File: src/hw/lpa_pkg.sv
// Register map, field layout and carrier types of the line timing block
package lpa_pkg;

  // ****************************************************************
  // Register offsets
  // ****************************************************************
  localparam logic [7:0] REG_DIV_HIGH     = 8'h01;
  localparam logic [7:0] REG_DIV_LOW      = 8'h02;
  localparam logic [7:0] REG_RANGE_PUMP   = 8'h03;
  localparam logic [7:0] REG_OUT_DIVIDER  = 8'h04;
  localparam logic [7:0] REG_OUT_FORMAT   = 8'h15;
  localparam logic [7:0] REG_STRIP_CTRL   = 8'h22;
  localparam logic [7:0] REG_STRIP_WIDTH  = 8'h34;
  localparam logic [7:0] REG_START_LOW    = 8'h40;
  localparam logic [7:0] REG_START_HIGH   = 8'h41;
  localparam logic [7:0] REG_STOP_LOW     = 8'h42;
  localparam logic [7:0] REG_STOP_HIGH    = 8'h43;
  localparam logic [7:0] REG_VB_F0_OFFSET = 8'h44;
  localparam logic [7:0] REG_VB_F1_OFFSET = 8'h45;
  localparam logic [7:0] REG_VB_F0_DUR    = 8'h46;
  localparam logic [7:0] REG_VB_F1_DUR    = 8'h47;
  localparam logic [7:0] REG_F0_FLAG      = 8'h48;
  localparam logic [7:0] REG_F1_FLAG      = 8'h49;
  localparam logic [7:0] REG_STATUS       = 8'h50;

  // ****************************************************************
  // Fields, widths and reset values
  // ****************************************************************
  localparam int         DIV_W          = 12;
  localparam int         POS_W          = 12;
  localparam int         VCO_LSB        = 6;
  localparam int         PUMP_LSB       = 3;
  localparam int         OUT_DIV_BIT    = 0;
  localparam int         STRIP_EN_BIT   = 0;
  localparam int         STAT_ACT_BIT   = 0;
  localparam int         STAT_WIN_BIT   = 1;
  localparam int         NUM_REGS       = 256;
  localparam logic [7:0] RESET_BYTE     = 8'h00;
  localparam logic [3:0] BITS_PER_BYTE  = 4'h8;
  localparam logic [3:0] LAST_READ_BIT  = 4'h7;
  // Arbitrary value, not tied to any product
  localparam logic [6:0] SLAVE_ADDR_DEF = 7'h2a;

  // ****************************************************************
  // Types
  // ****************************************************************
  typedef enum logic [1:0] {
    VCO_ULTRA_LOW = 2'b00,
    VCO_LOW       = 2'b01,
    VCO_MEDIUM    = 2'b10,
    VCO_HIGH      = 2'b11
  } lpa_vco_e;

  typedef enum logic [2:0] {
    I2C_IDLE  = 3'b000,
    I2C_ADDR  = 3'b001,
    I2C_SUB   = 3'b010,
    I2C_WRITE = 3'b011,
    I2C_ACK   = 3'b100,
    I2C_READ  = 3'b101,
    I2C_RACK  = 3'b110
  } lpa_i2c_e;

  typedef struct packed {
    logic [DIV_W-1:0] line_pixel_divider;
    lpa_vco_e         vco_range;
    logic [2:0]       charge_pump_current;
    logic             output_divider;
    logic             copy_guard_strip_enable;
    logic [7:0]       stripper_width;
  } lpa_pll_cfg_s;

  typedef struct packed {
    logic [7:0] field0_offset;
    logic [7:0] field1_offset;
    logic [7:0] field0_duration;
    logic [7:0] field1_duration;
    logic [7:0] field0_flag;
    logic [7:0] field1_flag;
  } lpa_vblank_s;

endpackage : lpa_pkg

File: src/hw/lpa_line_timing.sv
// Line-locked PLL setup, active video window and copy guard stripper
// Notes on behaviour
// - Divider is 12 bits, high byte plus nibble
// - VCO range code sits in bits 7:6
// - Charge pump current code sits in bits 5:3
// - Output divider control is bit 0 of 04h
// - Pixel positions count from negative sync edge
// - Stripping is enabled by a bit in 22h
// - Width in 34h masks pulses outside sync window
// - Stripper window counts reference clock cycles
// - Width only affects the status window bit while stripping is disabled
module lpa_line_timing
  import lpa_pkg::*;
#(
  parameter logic [6:0] SLAVE_ADDR = SLAVE_ADDR_DEF
) (
  input  wire logic         clk,
  input  wire logic         reset,
  input  wire logic         scl_in,
  input  wire logic         sda_in,
  output logic              sda_out,
  output logic              sda_oe,
  input  wire logic         sync_n_in,
  input  wire logic         reference_clock,
  output lpa_pll_cfg_s      pll_cfg,
  output lpa_vblank_s       vertical_blank,
  output logic [7:0]        output_format,
  output logic [POS_W-1:0]  pixel_count,
  output logic              active_video_window,
  output logic              sync_clean_n
);

  // ****************************************************************
  // Pin synchronisers
  // ****************************************************************
  logic scl_m;
  logic scl_s;
  logic scl_d;
  logic sda_m;
  logic sda_s;
  logic sda_d;
  logic hs_m;
  logic hs_s;
  logic hs_d;
  logic rc_m;
  logic rc_s;
  logic rc_d;

  always_ff @(posedge clk) begin
    if (reset) begin
      {scl_m, scl_s, scl_d} <= 3'h7;
      {sda_m, sda_s, sda_d} <= 3'h7;
      {hs_m, hs_s, hs_d}    <= 3'h7;
      {rc_m, rc_s, rc_d}    <= 3'h0;
    end else begin
      {scl_m, scl_s, scl_d} <= {scl_in, scl_m, scl_s};
      {sda_m, sda_s, sda_d} <= {sda_in, sda_m, sda_s};
      {hs_m, hs_s, hs_d}    <= {sync_n_in, hs_m, hs_s};
      {rc_m, rc_s, rc_d}    <= {reference_clock, rc_m, rc_s};
    end
  end

  wire scl_rise  = scl_s & ~scl_d;
  wire scl_fall  = ~scl_s & scl_d;
  wire i2c_start = scl_s & scl_d & sda_d & ~sda_s;
  wire i2c_stop  = scl_s & scl_d & ~sda_d & sda_s;
  wire sync_fall = hs_d & ~hs_s;
  wire ref_tick  = rc_s & ~rc_d;

  // ****************************************************************
  // Register file
  // ****************************************************************
  function automatic logic is_writable(input logic [7:0] a);
    unique case (a)
      REG_DIV_HIGH, REG_DIV_LOW, REG_RANGE_PUMP, REG_OUT_DIVIDER,
      REG_OUT_FORMAT, REG_STRIP_CTRL, REG_STRIP_WIDTH,
      REG_START_LOW, REG_START_HIGH, REG_STOP_LOW, REG_STOP_HIGH,
      REG_VB_F0_OFFSET, REG_VB_F1_OFFSET, REG_VB_F0_DUR, REG_VB_F1_DUR,
      REG_F0_FLAG, REG_F1_FLAG: is_writable = 1'b1;
      default:                  is_writable = 1'b0;
    endcase
  endfunction : is_writable

  logic [7:0]  reg_mem [0:NUM_REGS-1];
  lpa_i2c_e    st;
  lpa_i2c_e    nxt;
  logic [3:0]  bit_cnt;
  logic [7:0]  shift;
  logic [7:0]  sub;
  logic        nack;
  logic        win_open;

  wire       byte_done = (bit_cnt == BITS_PER_BYTE);
  wire       wr_fire   = (st == I2C_WRITE) && scl_fall && byte_done;
  wire [7:0] status_byte = (8'(active_video_window) << STAT_ACT_BIT)
                         | (8'(win_open) << STAT_WIN_BIT);
  wire [7:0] rd_data = (sub == REG_STATUS) ? status_byte
                     : (is_writable(sub) ? reg_mem[sub] : RESET_BYTE);

  always_ff @(posedge clk) begin
    if (reset) begin
      for (int i = 0; i < NUM_REGS; i++) begin
        reg_mem[i] <= RESET_BYTE;
      end
    end else if (wr_fire && is_writable(sub)) begin
      reg_mem[sub] <= shift;
    end
  end

  // ****************************************************************
  // Serial register port
  // ****************************************************************
  always_ff @(posedge clk) begin
    if (reset) begin
      st      <= I2C_IDLE;
      nxt     <= I2C_IDLE;
      bit_cnt <= 4'h0;
      shift   <= RESET_BYTE;
      sub     <= RESET_BYTE;
      nack    <= 1'b0;
      sda_oe  <= 1'b0;
      sda_out <= 1'b0;
    end else if (i2c_start) begin
      st      <= I2C_ADDR;
      bit_cnt <= 4'h0;
      sda_oe  <= 1'b0;
    end else if (i2c_stop) begin
      st     <= I2C_IDLE;
      sda_oe <= 1'b0;
    end else begin
      unique case (st)
        I2C_IDLE: begin
          bit_cnt <= 4'h0;
        end
        I2C_ADDR, I2C_SUB, I2C_WRITE: begin
          if (scl_rise) begin
            shift   <= {shift[6:0], sda_s};
            bit_cnt <= bit_cnt + 4'h1;
          end else if (scl_fall && byte_done) begin
            bit_cnt <= 4'h0;
            st      <= I2C_ACK;
            sda_oe  <= 1'b1;
            if (st == I2C_ADDR) begin
              nxt <= shift[0] ? I2C_READ : I2C_SUB;
              if (shift[7:1] != SLAVE_ADDR) begin
                st     <= I2C_IDLE;
                sda_oe <= 1'b0;
              end
            end else if (st == I2C_SUB) begin
              sub <= shift;
              nxt <= I2C_WRITE;
            end else begin
              sub <= sub + 8'h1;
              nxt <= I2C_WRITE;
            end
          end
        end
        I2C_ACK: begin
          if (scl_fall) begin
            st <= nxt;
            if (nxt == I2C_READ) begin
              shift  <= rd_data;
              sda_oe <= ~rd_data[7];
              sub    <= sub + 8'h1;
            end else begin
              sda_oe <= 1'b0;
            end
          end
        end
        I2C_READ: begin
          if (scl_fall) begin
            if (bit_cnt == LAST_READ_BIT) begin
              bit_cnt <= 4'h0;
              sda_oe  <= 1'b0;
              st      <= I2C_RACK;
            end else begin
              shift   <= {shift[6:0], 1'b0};
              sda_oe  <= ~shift[6];
              bit_cnt <= bit_cnt + 4'h1;
            end
          end
        end
        I2C_RACK: begin
          if (scl_rise) begin
            nack <= sda_s;
          end else if (scl_fall) begin
            if (nack) begin
              st <= I2C_IDLE;
            end else begin
              st     <= I2C_READ;
              shift  <= rd_data;
              sda_oe <= ~rd_data[7];
              sub    <= sub + 8'h1;
            end
          end
        end
        default: begin
          st     <= I2C_IDLE;
          sda_oe <= 1'b0;
        end
      endcase
    end
  end

  // ****************************************************************
  // Configuration decode
  // ****************************************************************
  lpa_pll_cfg_s next_cfg;
  lpa_vblank_s  next_vblank;

  assign next_cfg.line_pixel_divider  = {reg_mem[REG_DIV_HIGH],
                                         reg_mem[REG_DIV_LOW][7:4]};
  assign next_cfg.vco_range           = lpa_vco_e'(reg_mem[REG_RANGE_PUMP][VCO_LSB +: 2]);
  assign next_cfg.charge_pump_current = reg_mem[REG_RANGE_PUMP][PUMP_LSB +: 3];
  assign next_cfg.output_divider      = reg_mem[REG_OUT_DIVIDER][OUT_DIV_BIT];
  assign next_cfg.copy_guard_strip_enable = reg_mem[REG_STRIP_CTRL][STRIP_EN_BIT];
  assign next_cfg.stripper_width      = reg_mem[REG_STRIP_WIDTH];
  assign next_vblank = {reg_mem[REG_VB_F0_OFFSET], reg_mem[REG_VB_F1_OFFSET],
                        reg_mem[REG_VB_F0_DUR], reg_mem[REG_VB_F1_DUR],
                        reg_mem[REG_F0_FLAG], reg_mem[REG_F1_FLAG]};

  wire [POS_W-1:0] act_start = {reg_mem[REG_START_HIGH][3:0], reg_mem[REG_START_LOW]};
  wire [POS_W-1:0] act_stop  = {reg_mem[REG_STOP_HIGH][3:0], reg_mem[REG_STOP_LOW]};

  always_ff @(posedge clk) begin
    if (reset) begin
      pll_cfg        <= '0;
      vertical_blank <= '0;
      output_format  <= RESET_BYTE;
    end else begin
      pll_cfg        <= next_cfg;
      vertical_blank <= next_vblank;
      output_format  <= reg_mem[REG_OUT_FORMAT];
    end
  end

  // ****************************************************************
  // Stripper window and pixel counter
  // ****************************************************************
  logic [7:0] ref_cnt;

  wire strip_on  = pll_cfg.copy_guard_strip_enable;
  wire line_end  = (pixel_count == pll_cfg.line_pixel_divider - 12'h1);
  wire sync_ok   = sync_fall & (win_open | ~strip_on);
  wire wrapped   = (act_stop < act_start);
  wire in_active = wrapped ? (pixel_count >= act_start || pixel_count < act_stop)
                           : (pixel_count >= act_start && pixel_count < act_stop);

  always_ff @(posedge clk) begin
    if (reset) begin
      win_open <= 1'b1;
      ref_cnt  <= 8'h0;
    end else if (line_end) begin
      win_open <= 1'b1;
      ref_cnt  <= 8'h0;
    end else if (win_open && ref_tick) begin
      ref_cnt <= ref_cnt + 8'h1;
      if (ref_cnt >= pll_cfg.stripper_width) begin
        win_open <= 1'b0;
      end
    end
  end

  always_ff @(posedge clk) begin
    if (reset) begin
      pixel_count         <= '0;
      active_video_window <= 1'b0;
      sync_clean_n        <= 1'b1;
    end else begin
      if (sync_ok || line_end) begin
        pixel_count <= '0;
      end else begin
        pixel_count <= pixel_count + 12'h1;
      end
      active_video_window <= in_active;
      sync_clean_n        <= hs_s | (strip_on & ~win_open);
    end
  end
endmodule : lpa_line_timing

File: config.mk
export PLATFORM = sky130hd
export DESIGN_NAME = lpa_line_timing
export DESIGN_NICKNAME = d
export VERILOG_FILES = /design/src/hw/lpa_pkg.sv /design/src/hw/lpa_line_timing.sv
export SDC_FILE = /design/constraint.sdc
export NUM_CORES = 2
export LEC_CHECK = 0
export BUFFER_PORTS_ARGS = -buffer_cell sky130_fd_sc_hd__clkbuf_2
export CAP_MARGIN = 20
export CELL_PAD_IN_SITES_DETAIL_PLACEMENT = 0
export CELL_PAD_IN_SITES_GLOBAL_PLACEMENT = 1
export CORE_MARGIN = 8
export CORE_UTILIZATION = 55
export CTS_BUF_LIST = sky130_fd_sc_hd__clkbuf_8
export DETAILED_ROUTE_END_ITERATION = 6
export MAX_ROUTING_LAYER = met4
export PLACE_DENSITY_LB_ADDON = 0.05
export SYNTH_ARGS = -nofsm -noshare
export SYNTH_HDL_FRONTEND = slang
export SYNTH_SLANG_ARGS = --single-unit
File: constraint.sdc
create_clock -name clk -period 7.76 [get_ports clk]
set_input_delay 1.552 -clock clk [delete_from_list [all_inputs] [get_ports clk]]
set_output_delay 1.552 -clock clk [all_outputs]
set_load 0.03 [all_outputs]
# Word level (Yosys, flattened, before mapping)
# Memory sizes are Yosys's and may differ from the RTL's. A register that Yosys moved wholly into a read port is not among the register bits.
# Index checks and enable logic that the tools add are counted.
# totals
reg_bits	63
ram_bits	2048
n_memories	1
# classes
n_addsub	5
n_lt_le_gt_ge	4
eq_ne	50
mux	66
bitwise_logic	28
reduce_logical	28
# mem_list
name	depth	word_bits	read_ports	rd_ports_with_merged_regs	wr	line_no	source
reg_mem	256	8	18	14	256	lpa_line_timing.sv:84	logic [7:0] reg_mem [0:NUM_REGS-1];
# ops
cell	n
8-bit two-way mux	23
8-bit by 7-bit equality test with 1-bit output (second input constant)	11
3-bit two-way mux	12
8-bit case mux with 4 select lines	1
4-bit != test (second input constant)	7
12-bit < comparator	2
2-bit != test (second input constant)	12
8-bit case mux with 3 select lines	1
8-bit AND reduction	3
1-bit two-way mux	22
11-bit AND reduction	2
17-bit OR reduction	1
8-bit by 1-bit adder with 8-bit output (second input constant)	2
8-bit by 2-bit equality test with 1-bit output (second input constant)	2
8-bit by 6-bit equality test with 1-bit output (second input constant)	2
4-bit two-way mux	4
3-bit case mux with 5 select lines	1
1-bit NOT	14
12-bit by 1-bit adder with 12-bit output (second input constant)	1
12-bit equality test	1
3-bit equality test (second input constant)	4
12-bit >= comparator	1
4-bit case mux with 3 select lines	1
12-bit by 1-bit subtractor with 12-bit output (second input constant)	1
other kinds (26)	50

# Logic depth before layout (Yosys ltp)
# logic_depth
ltp_word	10
ltp_mapped	13

# Least setup slack after synthesis
# Ideal clock, no wire load.
# synth_path
kind	input port to flip-flop
start	input port reset
end	memory reg_mem[33][0] (enable)
t_arrival_ps	3259
t_required_ps	7431
path_slack_ps	4172
cell_stages	10
n_path_buf	3
cell_sequence	clkbuf_1 > inv_1 > nand2_1 > a2111oi_2 > clkbuf_2 > nand2_1 > nor3_1 > buf_2 > nand3_4 > nand2_1
# synth_lines
item	line_no	source
from (decl)	lpa_line_timing.sv:18	input wire logic reset,
to (decl)	lpa_line_timing.sv:84	

==> key figures <==
Floorplanning
  • Initial Util: 55.39%
  • Chip width: 415.4 um
  • DIE AREA: 172500 sq um
  • Top Ports: ~110
  • Rows: 146
  • Core footprint: between 150000 and 200000 sq um
  • Die height: 415.4 um

Synthesis
  • EDFF count, synth: 2048
  • Area contributors post-synth: edfxtp_1 (70%), mux4_2 (12%), dfxtp_1 (3.5%)
  • Post-synth top area cell: edfxtp_1
  • Cell count after synthesis: 4705
  • Post-synth top area share: between 70% and 80%
  • Sequential area share after synthesis: 73.62%
  • Synthesis-stage register bit count: 2202
  • Netlist cell types: 76
  • Post-Syn Area: 87730 sq um
  • Mean Syn Cell Area: 18.65 sq um
  • Ys async rst share: 0%
  • Main synth FF type: edfxtp_1
  • Yosys warning count: 0

Clock tree
  • Root buffer cell: clkbuf_8
  • Num Clock Sinks: ~2200
  • CTS tree: yes
  • Num CTS Buffers: about 370
  • Clock transition at path regs: 0.06 ns
  • CTS Buffer Depth: 4
  • H-tree depth: 5
  • CTS resizes: 0
  • Hold Buf Count CTS: 0
  • Post-CTS Setup Inserts: 0
  • Worst-Skew Late Latency: 1.02 ns

STA
  • Min Clock Period, post-route: 4.589 ns
  • RSZ-0062 raised after global routing: false
  • Fmax: around 0.22 GHz
  • Final hold violation count: 0
  • Max Clock Skew: about 0.05 ns
  • Slew headroom: 23.71%
  • Least-Margin Pin Slew: 1.144 ns
  • Sum Neg Setup Slack: 0 ns
  • Final setup fails: 0
  • Hold Slack: 0.4129 ns
  • Max Slew Vio Count: 0
  • Final Cycle Share: 59.14%

Detailed routing
  • Final wirelength: 182000 um
  • 1st-iter DRT viols: between 4000 and 5000
  • WL/cell: 20.52 um
  • Post-DRT Antenna Nets: 0
  • DRC: 0
  • Avg Vias per Cell: slightly above 5
  • DRT Pass-1 Iters: 6
  • Via count: between 40000 and 50000

Min path
  • WHS Path Cells: 1
  • Hold WC Path Type: flop to flop
  • Hold Path Sink: hs_s$_SDFF_PP1_
  • Worst Hold Launch: hs_m$_SDFF_PP1_

Critical path
  • CP Class: flop to flop
  • Crit. End Element: flop
  • Reg2reg setup slack: 3.17 ns
  • Max Fanout on Critical Path: 87
  • Required time of the critical path: approximately 8.6 ns
  • R2r endpoint: shift[1]$_SDFFE_PP0P_
  • Reg2Reg Depth: 10
  • Crit path DAT: 5.42 ns
  • CP startpoint kind: flop

Flow run
  • Max capacitance violation total: 0

Place
  • RD Place Congestion: 0.8501
  • Final HPWL DP: 108900 um
  • Port bufs: 103
  • Placement-stage cell area: 96080 sq um

Pwr
  • Peak VDD IR: around 180 uV
  • Leakage: 38.42 nW
  • Sequential share of power: 58.0%
  • PD cells: 238.1 nW/um^2
  • Total net switching power: about 5.3 mW
  • Combinational share of power: 4.0%
  • Sw frac: a little over a fifth
  • Clk pwr share: 38.1%
  • P_int: 19.23 mW

Global routing
  • Global route overflow: 0
  • First-pass GRT wire length: 272900 um
  • Vias in the first global route: around 45000
  • All-Layer GR Usage: 21.56%
  • Initial antenna violation count: 5
  • Largest net degree at the start of global routing: 197

Cells and area
  • Finished Cell Area: 102900 sq um
  • Final core utilization: between 60% and 70%
  • Share of cells above drive strength 1: 18.10%
  • Commonest non-fill, non-tap cell in the layout: edfxtp_1
  • Layout area overhead: 17.24%
  • Commonest non-fill, non-tap cells in the layout: edfxtp_1 (2048), conb_1 (1793), mux4_2 (486)
  • Final nets: 6572
  • Fillers: roughly 11000

Run status
  • Status: finished clean
synth_stat cells (25+ instances only):
| cell type | count |
|---|---|
| buf_2 | 73 |
| a221oi_1 | 51 |
| clkbuf_1 | 410 |
| or2_2 | 30 |
| buf_4 | 39 |
| a22oi_1 | 102 |
| o21ai_0 | 46 |
| edfxtp_1 | 2048 |
| a21oi_1 | 93 |
| nor2b_1 | 103 |
| a22o_1 | 48 |
| mux2_2 | 27 |
| o22ai_1 | 39 |
| mux2i_1 | 58 |
| and2_1 | 110 |
| dfxtp_1 | 154 |
| inv_1 | 56 |
| nor2_1 | 117 |
| ha_1 | 51 |
| nand2_1 | 93 |
| nor3_1 | 43 |
| nand3_1 | 25 |
| mux4_2 | 486 |
| and3_1 | 126 |
state kept, by name (all words and copies together) (netlist names), 3 cells and up, named ones only:
name / cells
pixel_count: 12
st: 3
shift: 8
output_format: 8
bit_cnt: 4
vertical_blank: 48
ref_cnt: 8
pll_cfg: 26
reg_mem: 2048
nxt: 3
sub: 8
cell type report:
| type | count | area (sq um) | area share (%) |
|---|---|---|---|
| Antenna cell | 6 | 15.01 | 0.01460 |
| Clock buffer | 408 | 5615 | 5.460 |
| Clock inverter | 240 | 1075 | 1.045 |
| Inverter | 57 | 214.0 | 0.2080 |
| Multi-Input combinational cell | 3691 | 27280 | 26.52 |
| Sequential cell | 2202 | 64600 | 62.81 |
| Tap cell | 2072 | 2592 | 2.521 |
| Timing Repair Buffer | 191 | 1458 | 1.417 |
cell families after synthesis:
| family | share of synthesized area (%) |
|---|---|
| adders and majority gates | 0.7388 |
| DFF | 73.62 |
| other | 0.004275 |
| buffers and inverters | 3.002 |
| muxes | 13.48 |
| xor gates and xnor gates | 0.3894 |
| AOI/OAI and AO/OA | 3.989 |
| and+or+nand+nor | 4.775 |
worst max-delay path, cell delays in order (launching register included):
cell and delay, ns:
dfxtp_4 0.74, buf_4 0.61, buf_12 0.51, mux4_2 0.40, a22o_1 0.24, a221oi_1 0.26, o22ai_1 0.12, nor3_1 0.72
o22ai_1 0.19, o21ai_0 0.38, a211oi_1 0.13
stage by stage:
stage / total power [mW] / instances / setup slack (ns)
2_1_floorplan: 15.05 / 6497 / 4.172
4_1_cts: 24.79 / 8858 / 3.163
6_report: 24.49 / 8867 / 3.171
5_1_grt: 25.47 / 8863 / 2.956
3_3_place_gp: 15.34 / 8207 / 2.566
3_5_place_dp: 15.40 / 8210 / 2.471
how the worst max path moves through the flow:
stage / cells after the start / slack (ns) / from / end
finish: 10 / 3.17 / flop / shift[1]$_SDFFE_PP0P_
global route: 10 / 2.96 / flop / shift[1]$_SDFFE_PP0P_
CTS: 10 / 3.16 / flop / shift[1]$_SDFFE_PP0P_
detailed placement: 8 / 2.47 / reset / reg_mem[3][4]$_SDFFCE_PN0P_
global placement: 8 / 2.57 / reset / reg_mem[3][2]$_SDFFCE_PN0P_
floorplan: 10 / 4.17 / reset / reg_mem[33][0]$_SDFFCE_PN0P_
per-layer routing:
metal,track usage (%),part of all wire (%)
met1,28.27,42
met3,3.873,6.0
met5,-,0
met4,6.723,2.7
met2,34.82,50
power groups by stage:
stage	registers, mW	logic, mW	clock network, mW
floorplan	14.3	0.706	0
global placement	14.4	0.940	0
detailed placement	14.4	0.954	0
CTS	14.2	0.957	9.63
global route	14.3	1.08	10.1
finish	14.2	0.975	9.32
Note: power is estimated with default switching activity, not from simulation.
